File: src/design/sar_ctrl_pkg.sv
// Shared constants for the converter control block.
// Assumes a single 200 MHz core clock.
package sar_ctrl_pkg;

  // ----------------------------------------------------------------
  // Widths and timing
  // ----------------------------------------------------------------
  localparam int unsigned RESULT_WIDTH = 16;
  localparam int unsigned CLK_PERIOD_PS = 5000;
  // Conversion phase length, nanoseconds.
  localparam int unsigned CONVERT_TIME_NS = 1250;
  localparam int unsigned CONVERT_CYCLES = (CONVERT_TIME_NS * 1000) / CLK_PERIOD_PS;
  // Acquisition time timed internally in self-running mode, nanoseconds.
  localparam int unsigned ACQ_TIME_NS = 750;
  localparam int unsigned ACQ_CYCLES = (ACQ_TIME_NS * 1000 + CLK_PERIOD_PS - 1) / CLK_PERIOD_PS;
  localparam int unsigned FIFO_DEPTH = 16;

  // ----------------------------------------------------------------
  // Reset value and coding mask
  // ----------------------------------------------------------------
  localparam logic [RESULT_WIDTH-1:0] RESULT_RESET = 16'h0000;
  localparam logic [RESULT_WIDTH-1:0] SIGN_FLIP = 16'h8000;

  typedef enum logic [1:0] {
    ST_IDLE,
    ST_CONVERT,
    ST_ACQUIRE
  } conv_state_t;

  // Straight binary when the coding select is high, twos complement when low.
  function automatic logic [RESULT_WIDTH-1:0] apply_coding(
    input logic [RESULT_WIDTH-1:0] raw,
    input logic straight_binary
  );
    apply_coding = straight_binary ? raw : (raw ^ SIGN_FLIP);
  endfunction : apply_coding

endpackage : sar_ctrl_pkg

File: src/design/pin_sync.sv
// Two-stage synchroniser for a bundle of pin inputs.
// Assumes the pins are asynchronous to core_clk.
`timescale 1ns/1ps
`default_nettype none
module pin_sync #(
  parameter int unsigned WIDTH = 1,
  parameter logic [WIDTH-1:0] RESET_VALUE = '0
) (
  input wire logic core_clk,
  input wire logic rstn,
  input wire logic clk_en,
  input wire logic [WIDTH-1:0] pins,
  output logic [WIDTH-1:0] synced
);
  typedef struct packed {
    logic [WIDTH-1:0] stage1;
    logic [WIDTH-1:0] stage2;
  } sync_state_t;

  sync_state_t st;
  sync_state_t next_st;

  always_comb begin
    next_st.stage1 = pins;
    next_st.stage2 = st.stage1;
  end

  always_ff @(posedge core_clk or negedge rstn) begin
    if (!rstn) begin
      st <= {RESET_VALUE, RESET_VALUE};
    end else if (clk_en) begin
      st <= next_st;
    end
  end

  assign synced = st.stage2;

endmodule : pin_sync
`default_nettype wire

File: src/design/result_fifo.sv
// Small synchronous FIFO carrying conversion results.
// Assumes writer and reader share the clock and clock enable.
`timescale 1ns/1ps
`default_nettype none
module result_fifo #(
  parameter int unsigned WIDTH = 16,
  parameter int unsigned DEPTH = 16
) (
  input wire logic core_clk,
  input wire logic rstn,
  input wire logic clk_en,
  input wire logic in_valid,
  output logic in_ready,
  input wire logic [WIDTH-1:0] in_data,
  output logic out_valid,
  input wire logic out_ready,
  output logic [WIDTH-1:0] out_data
);
  localparam int unsigned AW = $clog2(DEPTH);

  typedef struct packed {
    logic [AW-1:0] wr_ptr;
    logic [AW-1:0] rd_ptr;
    logic [AW:0] count;
    logic [WIDTH-1:0] head;
    logic head_valid;
  } fifo_state_t;

  logic [WIDTH-1:0] mem [DEPTH];
  fifo_state_t st;
  fifo_state_t next_st;
  logic do_wr;
  logic do_rd;

  assign in_ready = (st.count < (AW+1)'(DEPTH));
  assign do_wr = in_valid && in_ready;
  assign out_valid = st.head_valid;
  assign out_data = st.head;

  // ----------------------------------------------------------------
  // Next state
  // ----------------------------------------------------------------
  // The head register is refilled from memory whenever it empties, so the
  // read data always come out of a flip-flop.
  always_comb begin
    next_st = st;
    do_rd = 1'b0;
    if (do_wr) begin
      next_st.wr_ptr = st.wr_ptr + 1'b1;
    end
    if (st.head_valid && out_ready) begin
      next_st.head_valid = 1'b0;
    end
    if ((!st.head_valid || out_ready) && st.count != '0) begin
      do_rd = 1'b1;
      next_st.head = mem[st.rd_ptr];
      next_st.head_valid = 1'b1;
      next_st.rd_ptr = st.rd_ptr + 1'b1;
    end
    next_st.count = st.count + (AW+1)'(do_wr) - (AW+1)'(do_rd);
  end

  always_ff @(posedge core_clk or negedge rstn) begin
    if (!rstn) begin
      st <= '0;
    end else if (clk_en) begin
      st <= next_st;
    end
  end

  always_ff @(posedge core_clk) begin
    if (clk_en && do_wr) begin
      mem[st.wr_ptr] <= in_data;
    end
  end

endmodule : result_fifo
`default_nettype wire

File: src/design/sar_adc_ctrl.sv
// Conversion control and parallel result port of a successive-approximation converter.
// Assumes the analog core supplies a finished raw code, taken at the end of conversion,
// and that the host's strobes and selects arrive asynchronously on pins.
//
// How it works
// - A started conversion always completes; new strobes and power-down are ignored.
// - Convert strobe is watched regardless of chip select and read strobe.
// - Falling strobe edge starts a conversion; busy stays high until done.
// - Strobe still low when busy falls: acquisition is timed internally, then conversion.
// - Strobe held low keeps acquisition and conversion cycling on its own.
// - Self-running rate may slightly exceed nominal throughput; host must cope. Here one idle cycle per loop keeps it just below.
// - Core power is lowered when each conversion ends, through acquisition.
// - The read port keeps working while the core sleeps.
// - Coding select picks twos complement or straight binary output.
// - Data pins are driven only while chip select and read are both low.
// - Read strobe places the result on the bus; chip select picks the device.
// - Serial output would share the parallel data pins.
// - Port style select low means parallel bus operation.
// - Result readable after conversion, in acquisition, or during the next one.
// - Bit decisions end, code is produced, then busy falls.
`timescale 1ns/1ps
`default_nettype none
module sar_adc_ctrl
  import sar_ctrl_pkg::*;
#(
  parameter int unsigned WIDTH = RESULT_WIDTH,
  parameter int unsigned DEPTH = FIFO_DEPTH,
  parameter int unsigned CONV_CYCLES = CONVERT_CYCLES,
  parameter int unsigned ACQ_WAIT_CYCLES = ACQ_CYCLES
) (
  input wire logic core_clk,
  input wire logic rstn,
  input wire logic clk_en,
  input wire logic convert_start_n,
  input wire logic power_down_input,
  input wire logic output_coding_select,
  input wire logic port_style_select,
  input wire logic chip_select_n,
  input wire logic read_n,
  input wire logic [WIDTH-1:0] core_raw_code,
  output logic busy,
  output logic core_power_up,
  output logic sample_hold,
  output logic [WIDTH-1:0] data_out,
  output logic [WIDTH-1:0] data_oe,
  output logic result_valid,
  input wire logic result_ready,
  output logic [WIDTH-1:0] result_data,
  output logic fifo_overflow
);

  localparam int unsigned CW = $clog2((CONV_CYCLES > ACQ_WAIT_CYCLES ?
                                       CONV_CYCLES : ACQ_WAIT_CYCLES) + 1);

  // ----------------------------------------------------------------
  // Pin synchronisers
  // ----------------------------------------------------------------
  // Both strobes reset high so that release from reset is not a falling edge.
  logic [5:0] pins_sync;

  pin_sync #(
    .WIDTH(6),
    .RESET_VALUE(6'h23)
  ) u_pin_sync (
    .core_clk(core_clk),
    .rstn(rstn),
    .clk_en(clk_en),
    .pins({convert_start_n, power_down_input, output_coding_select,
           port_style_select, chip_select_n, read_n}),
    .synced(pins_sync)
  );

  logic cnv_n_s;
  logic pd_s;
  logic coding_s;
  logic style_s;
  logic cs_n_s;
  logic rd_n_s;

  assign {cnv_n_s, pd_s, coding_s, style_s, cs_n_s, rd_n_s} = pins_sync;

  // ----------------------------------------------------------------
  // State
  // ----------------------------------------------------------------
  typedef struct packed {
    conv_state_t state;
    logic cnv_prev;
    logic [CW-1:0] count;
    logic [WIDTH-1:0] result;
    logic [WIDTH-1:0] data_out;
    logic drive;
    logic push;
    logic overflow;
  } ctrl_state_t;

  ctrl_state_t st;
  ctrl_state_t next_st;
  logic fifo_in_ready;
  logic [WIDTH-1:0] coded;
  logic bus_read;

  // Chip select and read gate only the data pins, never the strobe path.
  assign bus_read = !cs_n_s && !rd_n_s && !style_s;
  assign coded = apply_coding(core_raw_code, coding_s);

  always_comb begin
    next_st = st;
    next_st.cnv_prev = cnv_n_s;
    next_st.push = 1'b0;
    case (st.state)
      ST_IDLE: begin
        // Power-down holds the converter off between conversions only.
        if (!pd_s && st.cnv_prev && !cnv_n_s) begin
          next_st.state = ST_CONVERT;
          next_st.count = '0;
        end else if (!pd_s && !cnv_n_s) begin
          next_st.state = ST_ACQUIRE;
          next_st.count = '0;
        end
      end
      ST_CONVERT: begin
        // Strobe and power-down are not looked at here.
        if (st.count == CW'(CONV_CYCLES - 1)) begin
          next_st.result = coded;
          next_st.push = 1'b1;
          next_st.state = ST_IDLE;
          next_st.count = '0;
        end else begin
          next_st.count = st.count + 1'b1;
        end
      end
      ST_ACQUIRE: begin
        // Internally timed acquisition for self-running mode.
        if (cnv_n_s || pd_s) begin
          next_st.state = ST_IDLE;
        end else if (st.count == CW'(ACQ_WAIT_CYCLES - 1)) begin
          next_st.state = ST_CONVERT;
          next_st.count = '0;
        end else begin
          next_st.count = st.count + 1'b1;
        end
      end
      default: begin
        next_st.state = ST_IDLE;
      end
    endcase
    // The previous result stays on the bus throughout the next conversion.
    next_st.drive = bus_read;
    next_st.data_out = next_st.result;
    // The overflow flag is sticky: a result lost to a full FIFO is reported.
    if (st.push && !fifo_in_ready) begin
      next_st.overflow = 1'b1;
    end
  end

  always_ff @(posedge core_clk or negedge rstn) begin
    if (!rstn) begin
      st <= '{state: ST_IDLE, cnv_prev: 1'b1, count: '0, result: RESULT_RESET,
              data_out: RESULT_RESET, drive: 1'b0, push: 1'b0, overflow: 1'b0};
    end else if (clk_en) begin
      st <= next_st;
    end
  end

  assign busy = (st.state == ST_CONVERT);
  assign core_power_up = (st.state == ST_CONVERT);
  assign sample_hold = (st.state == ST_CONVERT);
  assign data_out = st.data_out;
  assign data_oe = {WIDTH{st.drive}};
  assign fifo_overflow = st.overflow;

  // ----------------------------------------------------------------
  // Result stream
  // ----------------------------------------------------------------
  // Each finished result is also offered on a stream; a stalled reader
  // fills the FIFO and further results are dropped and flagged.
  result_fifo #(
    .WIDTH(WIDTH),
    .DEPTH(DEPTH)
  ) u_result_fifo (
    .core_clk(core_clk),
    .rstn(rstn),
    .clk_en(clk_en),
    .in_valid(st.push),
    .in_ready(fifo_in_ready),
    .in_data(st.result),
    .out_valid(result_valid),
    .out_ready(result_ready),
    .out_data(result_data)
  );

endmodule : sar_adc_ctrl
`default_nettype wire

File: config.mk
export PLATFORM = sky130hd
export DESIGN_NAME = sar_adc_ctrl
export DESIGN_NICKNAME = d
export VERILOG_FILES = /design/src/design/sar_ctrl_pkg.sv /design/src/design/pin_sync.sv /design/src/design/result_fifo.sv /design/src/design/sar_adc_ctrl.sv
export SDC_FILE = /design/constraint.sdc
export NUM_CORES = 1
export LEC_CHECK = 0
export ABC_AREA = 1
export BUFFER_PORTS_ARGS = -buffer_cell sky130_fd_sc_hd__buf_2
export CAP_MARGIN = 20
export CELL_PAD_IN_SITES_DETAIL_PLACEMENT = 0
export CELL_PAD_IN_SITES_GLOBAL_PLACEMENT = 1
export CORE_MARGIN = 1.5
export CORE_UTILIZATION = 35
export CTS_CLUSTER_SIZE = 25
export DETAILED_ROUTE_END_ITERATION = 10
export PLACE_DENSITY = 0.6
export SLEW_MARGIN = 20
export SYNTH_ARGS = -nofsm -noshare
export SYNTH_HDL_FRONTEND = slang
export SYNTH_SLANG_ARGS = --single-unit
File: constraint.sdc
create_clock -name core_clk -period 6.2 [get_ports core_clk]
set_input_delay 0.93 -clock core_clk [delete_from_list [all_inputs] [get_ports core_clk]]
set_output_delay 0.93 -clock core_clk [all_outputs]
set_load 0.02 [all_outputs]
* Word-level counts from Yosys, hierarchy flattened
Memory sizes are Yosys's and may differ from the RTL's. A register that Yosys moved wholly into a read port is not among the register bits. Index checks and enable logic that the tools add are counted.
Word-level totals: flip-flop bits (word level) 56, memory bits (writable) 256, bits of input ports 26, output and inout bits 53, logic and storage cells 82, memories kept 1
Memories:
- u_result_fifo.mem | words 16, width 16, rd ports 1, clocked after Yosys merged registers in 1, wr ports 1, line result_fifo.sv:29 | logic [WIDTH-1:0] mem [DEPTH];
Cells by class: add/sub/neg operators 5, $lt $le $gt $ge 1, equal/unequal tests 8, mux-type cells 22, bitwise gates (word level) 1, reductions and logical operators 31
Operators with widths (count):
- 2-to-1 mux 16 bit | 3
- 2-to-1 mux 8 bit | 5
- case mux 8 bit (3 select lines) | 1
- equality test 8 bit (second input constant) | 2
- logical AND 1 bit | 10
- 2-to-1 mux 2 bit | 5
- adder 4 x 1 -> 4 bit (second input constant) | 2
- adder 8 x 1 -> 8 bit (second input constant) | 1
- logical NOT 1 bit | 8
- AND reduction 2 bit | 4
- AND reduction 4 bit | 2
- 2-to-1 mux 1 bit | 7
- inequality test 3 bit (second input constant) | 2
- case mux 2 bit (3 select lines) | 1
- adder 5 x 1 -> 5 bit | 1
- less-than comparator 5 bit (second input constant) | 1
- nonzero test 5 bit | 1
- subtractor 5 x 1 -> 5 bit | 1
- AND reduction 3 bit | 1
- nonzero test 3 bit | 1
- equality test 2 x 1 -> 1 bit (second input constant) | 1
- equality test 2 bit (second input constant) | 1
- logical NOT 2 bit | 1
- logical OR 1 bit | 2
- other kinds (4) | 4

* Longest topological paths before layout
Gate-level depths: netlist of the first run.
word-level depth 5, depth in mapped cells 16, mapped depth without buffers 16

* Modules after synthesis
Synthesis of the first run repeated with hierarchy kept, for this count alone.
Second synthesis, totals: cell total of the unflattened synthesis 1510, area total of the unflattened synthesis 15040.7 sq um
By module, submodules not included:
- result_fifo | times used 1, cells an instance 1230, area each 12668.4 sq um, seq. area each 8438.1 sq um
- sar_adc_ctrl | times used 1, cells an instance 229, area each 1906.8 sq um, seq. area each 752.0 sq um
- pin_sync | times used 1, cells an instance 51, area each 465.4 sq um, seq. area each 307.8 sq um

* Worst setup path after synthesis of the first run
No wires, ideal clock.
path type input-to-reg, from in result_ready, to reg u_result_fifo.st[21] (netlist bit), setup time 0.066 ns, arrival 2.499 ns, required time 6.134 ns, slack 3.636 ns, stages on the path 13, buffers on the path 0, cell sequence o21ai_0 -> inv_1 -> ha_1 -> inv_1 -> ha_1 -> inv_1 -> fa_1 -> inv_1 -> a21oi_1 -> o21bai_1 -> xor2_1 -> nand2_1 -> nand2_1
Between the ends: longest elaborated chain between the ends 4
RTL lines:
- start, declared | line sar_adc_ctrl.sv:47 | input wire logic result_ready,
- logical OR 1 bit | line result_fifo.sv:54 | if ((!st.head_valid || out_ready) && st.count != '0) begin
- logical AND 1 bit | line result_fifo.sv:54
- 2-to-1 mux 1 bit | line result_fifo.sv:54
- named net u_result_fifo.do_rd | line result_fifo.sv:33 | logic do_rd;
- subtractor 5 x 1 -> 5 bit | line result_fifo.sv:60 | next_st.count = st.count + (AW+1)'(do_wr) - (AW+1)'(do_rd);
- end signal, assigned | line result_fifo.sv:67 | st <= next_st;
- end, declared | line result_fifo.sv:30 | fifo_state_t st;
The timed path passes the listed nets, and every way through them passes these cells. A chain may end at the register's enable or synchronous reset.

==> results of run 1 <==
-- area by class of cell --
type | count | area (sq um) | share of cell area, %
inverter | 232 | 873.3 | 5.334
timing repair buffer | 95 | 520.5 | 3.179
clock inverter | 19 | 118.9 | 0.7260
clock buffer | 49 | 1013 | 6.190
sequential | 328 | 9503 | 58.04
multi-input combinational | 818 | 3675 | 22.45
antenna | 1 | 2.502 | 0.01528
tap | 532 | 665.6 | 4.066
-- per-layer routing --
layer	up-vias	global-route usage (%)	share of wire, %
met5	-	0	0
met4	0	5.940	2.4
met3	49	2.708	3.9
met2	156	29.96	48
met1	4564	24.48	46
li1	4757	-	-
-- layout by cell type, fill, tap and decap left out --
cell        instances
o21ai_0            23
and2_0              1
dfrtp_2             1
nand2_1           508
clkbuf_1           10
nand4_4             1
dfrtp_1            63
buf_2              77
nand3_1           206
o21ai_1             4
clkinv_4            1
nand4_1             3
o41ai_1             1
nor3_1              1
a21oi_2             1
nor2_1             16
buf_4              18
o21bai_1            1
dfrtp_4             1
inv_2               5
a21oi_1             3
inv_1             225
clkbuf_16          39
xor2_1             10
fa_1                1
inv_4               1
diode_2             1
bufinv_16           1
clkinv_1           10
a31o_2              1
nand2_2             2
edfxtp_1          256
dfstp_2             7
inv_6               1
xnor2_1             1
clkinvlp_4          1
ha_1               16
nor2_2             18
clkinv_2            6
-- cells by family after synthesis --
group | count (synthesis) | synth area share (%)
buffers and inverters | 343 | 10.51
AND/OR/NAND/NOR | 756 | 21.36
flip-flops | 328 | 64.72
AO/OA/AOI/OAI | 34 | 1.253
XOR/XNOR | 11 | 0.6565
adder cells (fa/ha/maj) | 17 | 1.501
-- final timing paths --
| path | start | depth (start not counted) | end | slack [ns] |
|---|---|---|---|---|
| setup / recovery | u_result_fifo.st[22]$_DFFE_PN0P_ | 10 | u_result_fifo.out_data[7]$_DFFE_PN0P_ | 3.28 |
| hold reg to reg | u_pin_sync.synced[2]$_DFFE_PN0P_ | 1 | data_oe[0]$_DFFE_PN0P_ | 0.44 |
| max in group asynchronous | rstn | 1 | u_result_fifo.st[22]$_DFFE_PN0P_ | 4.91 |
| setup reg to reg | u_result_fifo.st[22]$_DFFE_PN0P_ | 10 | u_result_fifo.out_data[7]$_DFFE_PN0P_ | 3.28 |
| min in group asynchronous | rstn | 1 | u_pin_sync.next_st[2]$_DFFE_PN0P_ | 0.54 |
| hold / removal | u_pin_sync.synced[2]$_DFFE_PN0P_ | 1 | data_oe[0]$_DFFE_PN0P_ | 0.44 |
-- state kept, by name (all words and copies together), names as in the netlist --
signal,cells
u_pin_sync.next_st,6
data_oe,1
u_pin_sync.synced,6
u_result_fifo.mem,256
data_out,16
u_result_fifo.out_valid,1
st,12
fifo_overflow,1
u_result_fifo.st,13
u_result_fifo.out_data,16
-- report_power, final --
part           internal, uW  leakage [uW]  switching, uW
Sequential             2460       0.00387            161
Combinational           575       0.00288           1440
Clock                  1190      0.000553            874
Total                  4230       0.00731           2470
-- metrics by stage --
stage	area, sq um	util [%]
3_3_place_gp	15240	37.06
6_report	16370	39.83
5_1_grt	16370	39.82
2_1_floorplan	14680	-
4_1_cts	16370	39.82
3_5_place_dp	15240	37.06
-- critical path, stage by stage (launching register included) --
cell,delay (ns)
dfrtp_4,0.65
inv_4,0.73
buf_4,0.57
nand2_1,0.09
nand2_1,0.07
nand2_1,0.07
nand3_1,0.19
nand3_1,0.17
nand2_1,0.15
nand2_1,0.06
nand2_1,0.06
==> impl_metrics.env, run 1 <==
export IMPL_end_kind="flop"
export IMPL_p_per_area_mw_per_mm2=409.5
export IMPL_grt_pass1_wl_um=58040
export IMPL_cts_tree="done"
export IMPL_synth_edf_count=256
export IMPL_antenna_found_initial=0
export IMPL_syn_inst=1489
export IMPL_rows=74
export IMPL_cp_start_kind="flop"
export IMPL_syn_cell_area_sq_mm=0.01468
export IMPL_avgViaCountPerCell=4.593
export IMPL_yosysWarnings=0
export IMPL_fmax_ghz=0.3420
export IMPL_drc=0
export IMPL_numPortBuffers=78
export IMPL_start_util_pct=35.70
export IMPL_die_w_um=207.8
export IMPL_post_cts_setup_buffer_count=0
export IMPL_final_setup_viol_count=0
export IMPL_synth_area_top_cells="edfxtp_1, nand2_1, dfrtp_1, nand3_1, inv_1"
export IMPL_stdcell_count=2074
export IMPL_async_flop_share_pct=21.95
export IMPL_ys_seq_area_share_pct=64.72
export IMPL_arrival_ns=3.41
export IMPL_outcome="completed"
export IMPL_h_tree_depth=2
export IMPL_routed_wl_um=38450
export IMPL_fin_skew_ns=0.02222
export IMPL_postCtsResizedCells=0
export IMPL_clk_pin_slew_ns=0.06
export IMPL_clock_path_buffers=3
export IMPL_die_area_sq_mm=0.04317
export IMPL_synth_avg_cell_area_sq_um=9.856
export IMPL_place_inst=2005
export IMPL_ys_top_cells_by_count="nand2_1, edfxtp_1, inv_1"
export IMPL_nFillCells=4106
export IMPL_ys_types=30
export IMPL_yosysMostFrequentCell="nand2_1"
export IMPL_path_class="reg2reg"
export IMPL_ir_drop_v=0.0002159
export IMPL_setup_slack_ns=3.276
export IMPL_grt_max_degree=83
export IMPL_firstDrtPassIters=5
export IMPL_die_height_um=207.8
export IMPL_drive_above_1_share_pct=11.81
export IMPL_worst_pin_slew_ns=1.033
export IMPL_area_growth_pct=11.56
export IMPL_rsz0062_at_grt="false"
export IMPL_ys_flop_type="edfxtp_1"
export IMPL_num_vias=9526
export IMPL_hpwl_um=23340
export IMPL_synth_top_area_cell="edfxtp_1"
export IMPL_pre_cts_slack_ns=2.890
export IMPL_slew_headroom_pct=31.03
export IMPL_coreArea_sq_mm=0.04111
export IMPL_grt_overflow=0
export IMPL_wl_per_cell_um=18.54
export IMPL_cts_sinks=328
export IMPL_holdWs_ns=0.4409
export IMPL_fin_crit_ns=2.924
export IMPL_setup_tns_final_ns=0
export IMPL_fin_crit_sh_pct=47.16
export IMPL_grt_use_total_pct=18.13
export IMPL_root_buffer="clkbuf_16"
export IMPL_grt_pass1_vias=9170
export IMPL_hold_buffers=0
export IMPL_clk_latency_ns=0.55
export IMPL_cts_buffers=38
export IMPL_syn_nets=1532
export IMPL_synth_top_area_share_pct=52.38
export IMPL_cap_violations=0
export IMPL_io_pins=79
export IMPL_routabilityCongestion=0.8006
export IMPL_crit_fanout=82
export IMPL_maxSlewViolCount=0
export IMPL_finalHoldViolations=0
export IMPL_hold_class="reg2reg"
export IMPL_ant_nets=0
export IMPL_first_iter_violations=638
export IMPL_layout_nets=1556
export IMPL_leakage_uw=0.007305
export IMPL_ys_ff_latch=328
export IMPL_required_ns=6.69
export IMPL_power_uw=6704
No activity file was read; power rests on OpenSTA's default activity.
==> run 2: changes to the inputs <==
ABC_AREA = 0   (was 1)
PLACE_DENSITY = 0.58   (was 0.6)
clock period = 2.44 ns   (was 6.2 ns; I/O delays follow)
==> impl_metrics.env, run 2 <==
export IMPL_outcome="finished, violations left"
export IMPL_failed_checks="negative setup slack"
export IMPL_coreArea_sq_mm=0.03776
export IMPL_grt_pass1_wl_um=45710
export IMPL_grt_use_total_pct=15.83
export IMPL_stdcell_count=1379
export IMPL_p_switching_uw=4172
export IMPL_ys_seq_area_share_pct=70.63
export IMPL_async_flop_share_pct=21.95
export IMPL_clk_pin_slew_ns=0.06
export IMPL_area_growth_pct=17.21
export IMPL_avgViaCountPerCell=4.937
export IMPL_start_util_pct=35.62
export IMPL_synth_top_area_cell="edfxtp_1"
export IMPL_grt_overflow=0
export IMPL_cp_start_kind="flop"
export IMPL_layout_common_cells="edfxtp_1, buf_2, mux4_2"
export IMPL_io_pins=79
export IMPL_num_antenna_cells=0
export IMPL_grt_pass1_vias=7439
export IMPL_crit_fanout=2
export IMPL_reg2reg_from="u_result_fifo.st[19]$_DFFE_PN0P_"
export IMPL_die_height_um=199.0
export IMPL_drc=0
export IMPL_cap_violations=0
export IMPL_numPortBuffers=78
export IMPL_routabilityCongestion=0.7191
export IMPL_final_common_cell="edfxtp_1"
export IMPL_setup_slack_ns=-0.1018
export IMPL_fin_crit_sh_pct=104.2
export IMPL_arrival_ns=2.97
export IMPL_drive_above_1_share_pct=37.44
export IMPL_synth_edf_count=256
export IMPL_fmax_ghz=0.3934
export IMPL_synth_area_top_cells="edfxtp_1, dfrtp_1, mux4_2, mux2_2, buf_4"
export IMPL_cts_tree="done"
export IMPL_synth_avg_cell_area_sq_um=17.98
export IMPL_yosysMostFrequentCell="edfxtp_1"
export IMPL_antenna_found_initial=0
export IMPL_cts_buffers=38
export IMPL_layout_nets=882
export IMPL_ys_ff_latch=328
export IMPL_wl_per_cell_um=21.96
export IMPL_yosysWarnings=0
export IMPL_end_kind="flop"
export IMPL_maxSlewViolCount=0
export IMPL_seqPwrFrac_pct=43.2
export IMPL_place_inst=1308
export IMPL_multi_input_area_sq_mm=0.003423
export IMPL_firstDrtPassIters=5
export IMPL_rows=71
export IMPL_largest_register="u_result_fifo.mem"
export IMPL_syn_nets=791
export IMPL_hp_start="core_raw_code[3]"
export IMPL_ys_types=45
export IMPL_p_per_area_mw_per_mm2=964.6
export IMPL_die_w_um=199.0
export IMPL_slew_headroom_pct=55.72
export IMPL_h_tree_depth=2
export IMPL_largest_reg_flops=256
export IMPL_synth_top_area_share_pct=57.16
export IMPL_power_frac_clock_pct=36.5
export IMPL_num_vias=6808
export IMPL_fin_util_pct=41.75
export IMPL_finalHoldViolations=0
export IMPL_comb_power_share_pct=20.3
export IMPL_leakage_uw=0.006534
export IMPL_path_class="reg2reg"
export IMPL_root_buffer="clkbuf_16"
export IMPL_first_iter_violations=297
export IMPL_ant_nets=0
export IMPL_power_uw=15200
export IMPL_p_int_uw=11030
export IMPL_nFillCells=3331
export IMPL_clk_latency_ns=0.52
export IMPL_fin_crit_ns=2.542
export IMPL_ys_top_cells_by_count="edfxtp_1, dfrtp_1, mux4_2"
export IMPL_rsz0062_at_grt="true"
export IMPL_final_setup_viol_count=1
export IMPL_clock_path_buffers=3
export IMPL_syn_cell_area_sq_mm=0.01345
export IMPL_ys_flop_type="edfxtp_1"
export IMPL_ir_drop_v=0.0005571
export IMPL_hold_class="in2reg"
export IMPL_worst_pin_slew_ns=0.6642
export IMPL_die_area_sq_mm=0.03961
export IMPL_seqCellArea_sq_mm=0.009504
export IMPL_syn_inst=748
export IMPL_cts_sinks=328
export IMPL_fin_skew_ns=0.01414
export IMPL_required_ns=2.87
export IMPL_hpwl_um=18380
export IMPL_grt_max_degree=27
export IMPL_routed_wl_um=30280
export IMPL_critPathLaunch="u_result_fifo.st[19]$_DFFE_PN0P_"
export IMPL_switching_share_pct=27.44
[run 2: cell types whose count changed after synthesis, sizes merged, moves of 15 or more]
cell,change
and2,+15
buf,-38
inv,-214
mux2,+48
mux2i,+17
mux4,+64
nand2,-466
nand3,-199
nor2,-19
[run 2: critical path: stages (launching register included)]
cell and delay, ns:
dfrtp_1 0.39, inv_2 0.06, ha_1 0.14, nor4b_4 0.22
a21oi_2 0.07, ha_1 0.28, inv_1 0.04, ha_2 0.18
inv_2 0.05, fa_2 0.19, nand2b_4 0.14, a21oi_4 0.06
or3_4 0.33, a21oi_2 0.16, xor2_1 0.17
[run 2: stage by stage]
stage | setup slack (ns) | setup TNS, ns | instance area, sq um | hold slack, ns
2_1_floorplan | 0.02406 | 0 | 13470 | 0.07041
3_3_place_gp | -0.06376 | -0.06376 | 14470 | 0.3217
3_5_place_dp | -0.1906 | -0.1906 | 14470 | 0.3277
4_1_cts | -0.1493 | -0.1493 | 15740 | 0.06329
5_1_grt | -0.2470 | -0.2470 | 15760 | 0.06823
6_report | -0.1018 | -0.1018 | 15760 | 0.08098
[run 2: timing repair]
| action | in CTS | in global routing |
|---|---|---|
| hold buffers | 1 | 0 |
| resized for setup | 4 | 7 |
| pin swaps | 1 | 2 |
| endpoints found under the hold margin | 17 | 0 |
| setup endpoints to repair | 1 | 1 |
| gates cloned | 0 | 0 |
| setup buffers | 0 | 1 |
[run 2: layer usage]
metal	GRT usage [%]	up-vias	share of wire, %
li1	-	3013	-
met1	20.00	3585	41
met2	27.65	148	51
met3	2.323	62	4.2
met4	5.668	0	3.1
met5	0	-	0
[run 2: cell families after synthesis]
logic type / share of synthesized area, %
simple gates: 3.629
mux: 16.00
buf+inv: 4.373
compound gates: 3.145
flops: 70.63
xor+xnor: 0.5862
fa+ha+maj: 1.638
[run 2: area by class of cell]
cell class | count | share of cell area, %
Multi-Input combinational cell | 323 | 21.72
Clock inverter | 13 | 0.7382
Timing Repair Buffer | 131 | 5.668
Tap cell | 511 | 4.056
Clock buffer | 56 | 7.120
Sequential cell | 328 | 60.30
Inverter | 17 | 0.4048
[run 2: final timing paths]
kind	slack, ns	cells after the start	to
setup / recovery	-0.10	14	u_result_fifo.st[21]$_DFFE_PN0P_
hold / removal	0.08	2	data_out[3]$_DFFE_PN0P_
setup reg to reg	-0.10	14	u_result_fifo.st[21]$_DFFE_PN0P_
hold reg to reg	0.45	1	data_oe[0]$_DFFE_PN0P_
max in group asynchronous	1.47	3	u_pin_sync.synced[1]$_DFFE_PN1P_
min in group asynchronous	0.33	2	st[44]$_DFFE_PN0P_
[run 2: power by group through the flow]
stage / Clock (uW) / Sequential (uW) / Combinational (uW)
2_1_floorplan: 0 / 6450 / 2390
3_3_place_gp: 0 / 6660 / 3010
3_5_place_dp: 0 / 6680 / 3080
4_1_cts: 5690 / 6580 / 3110
5_1_grt: 5900 / 6620 / 3380
6_report: 5540 / 6570 / 3090
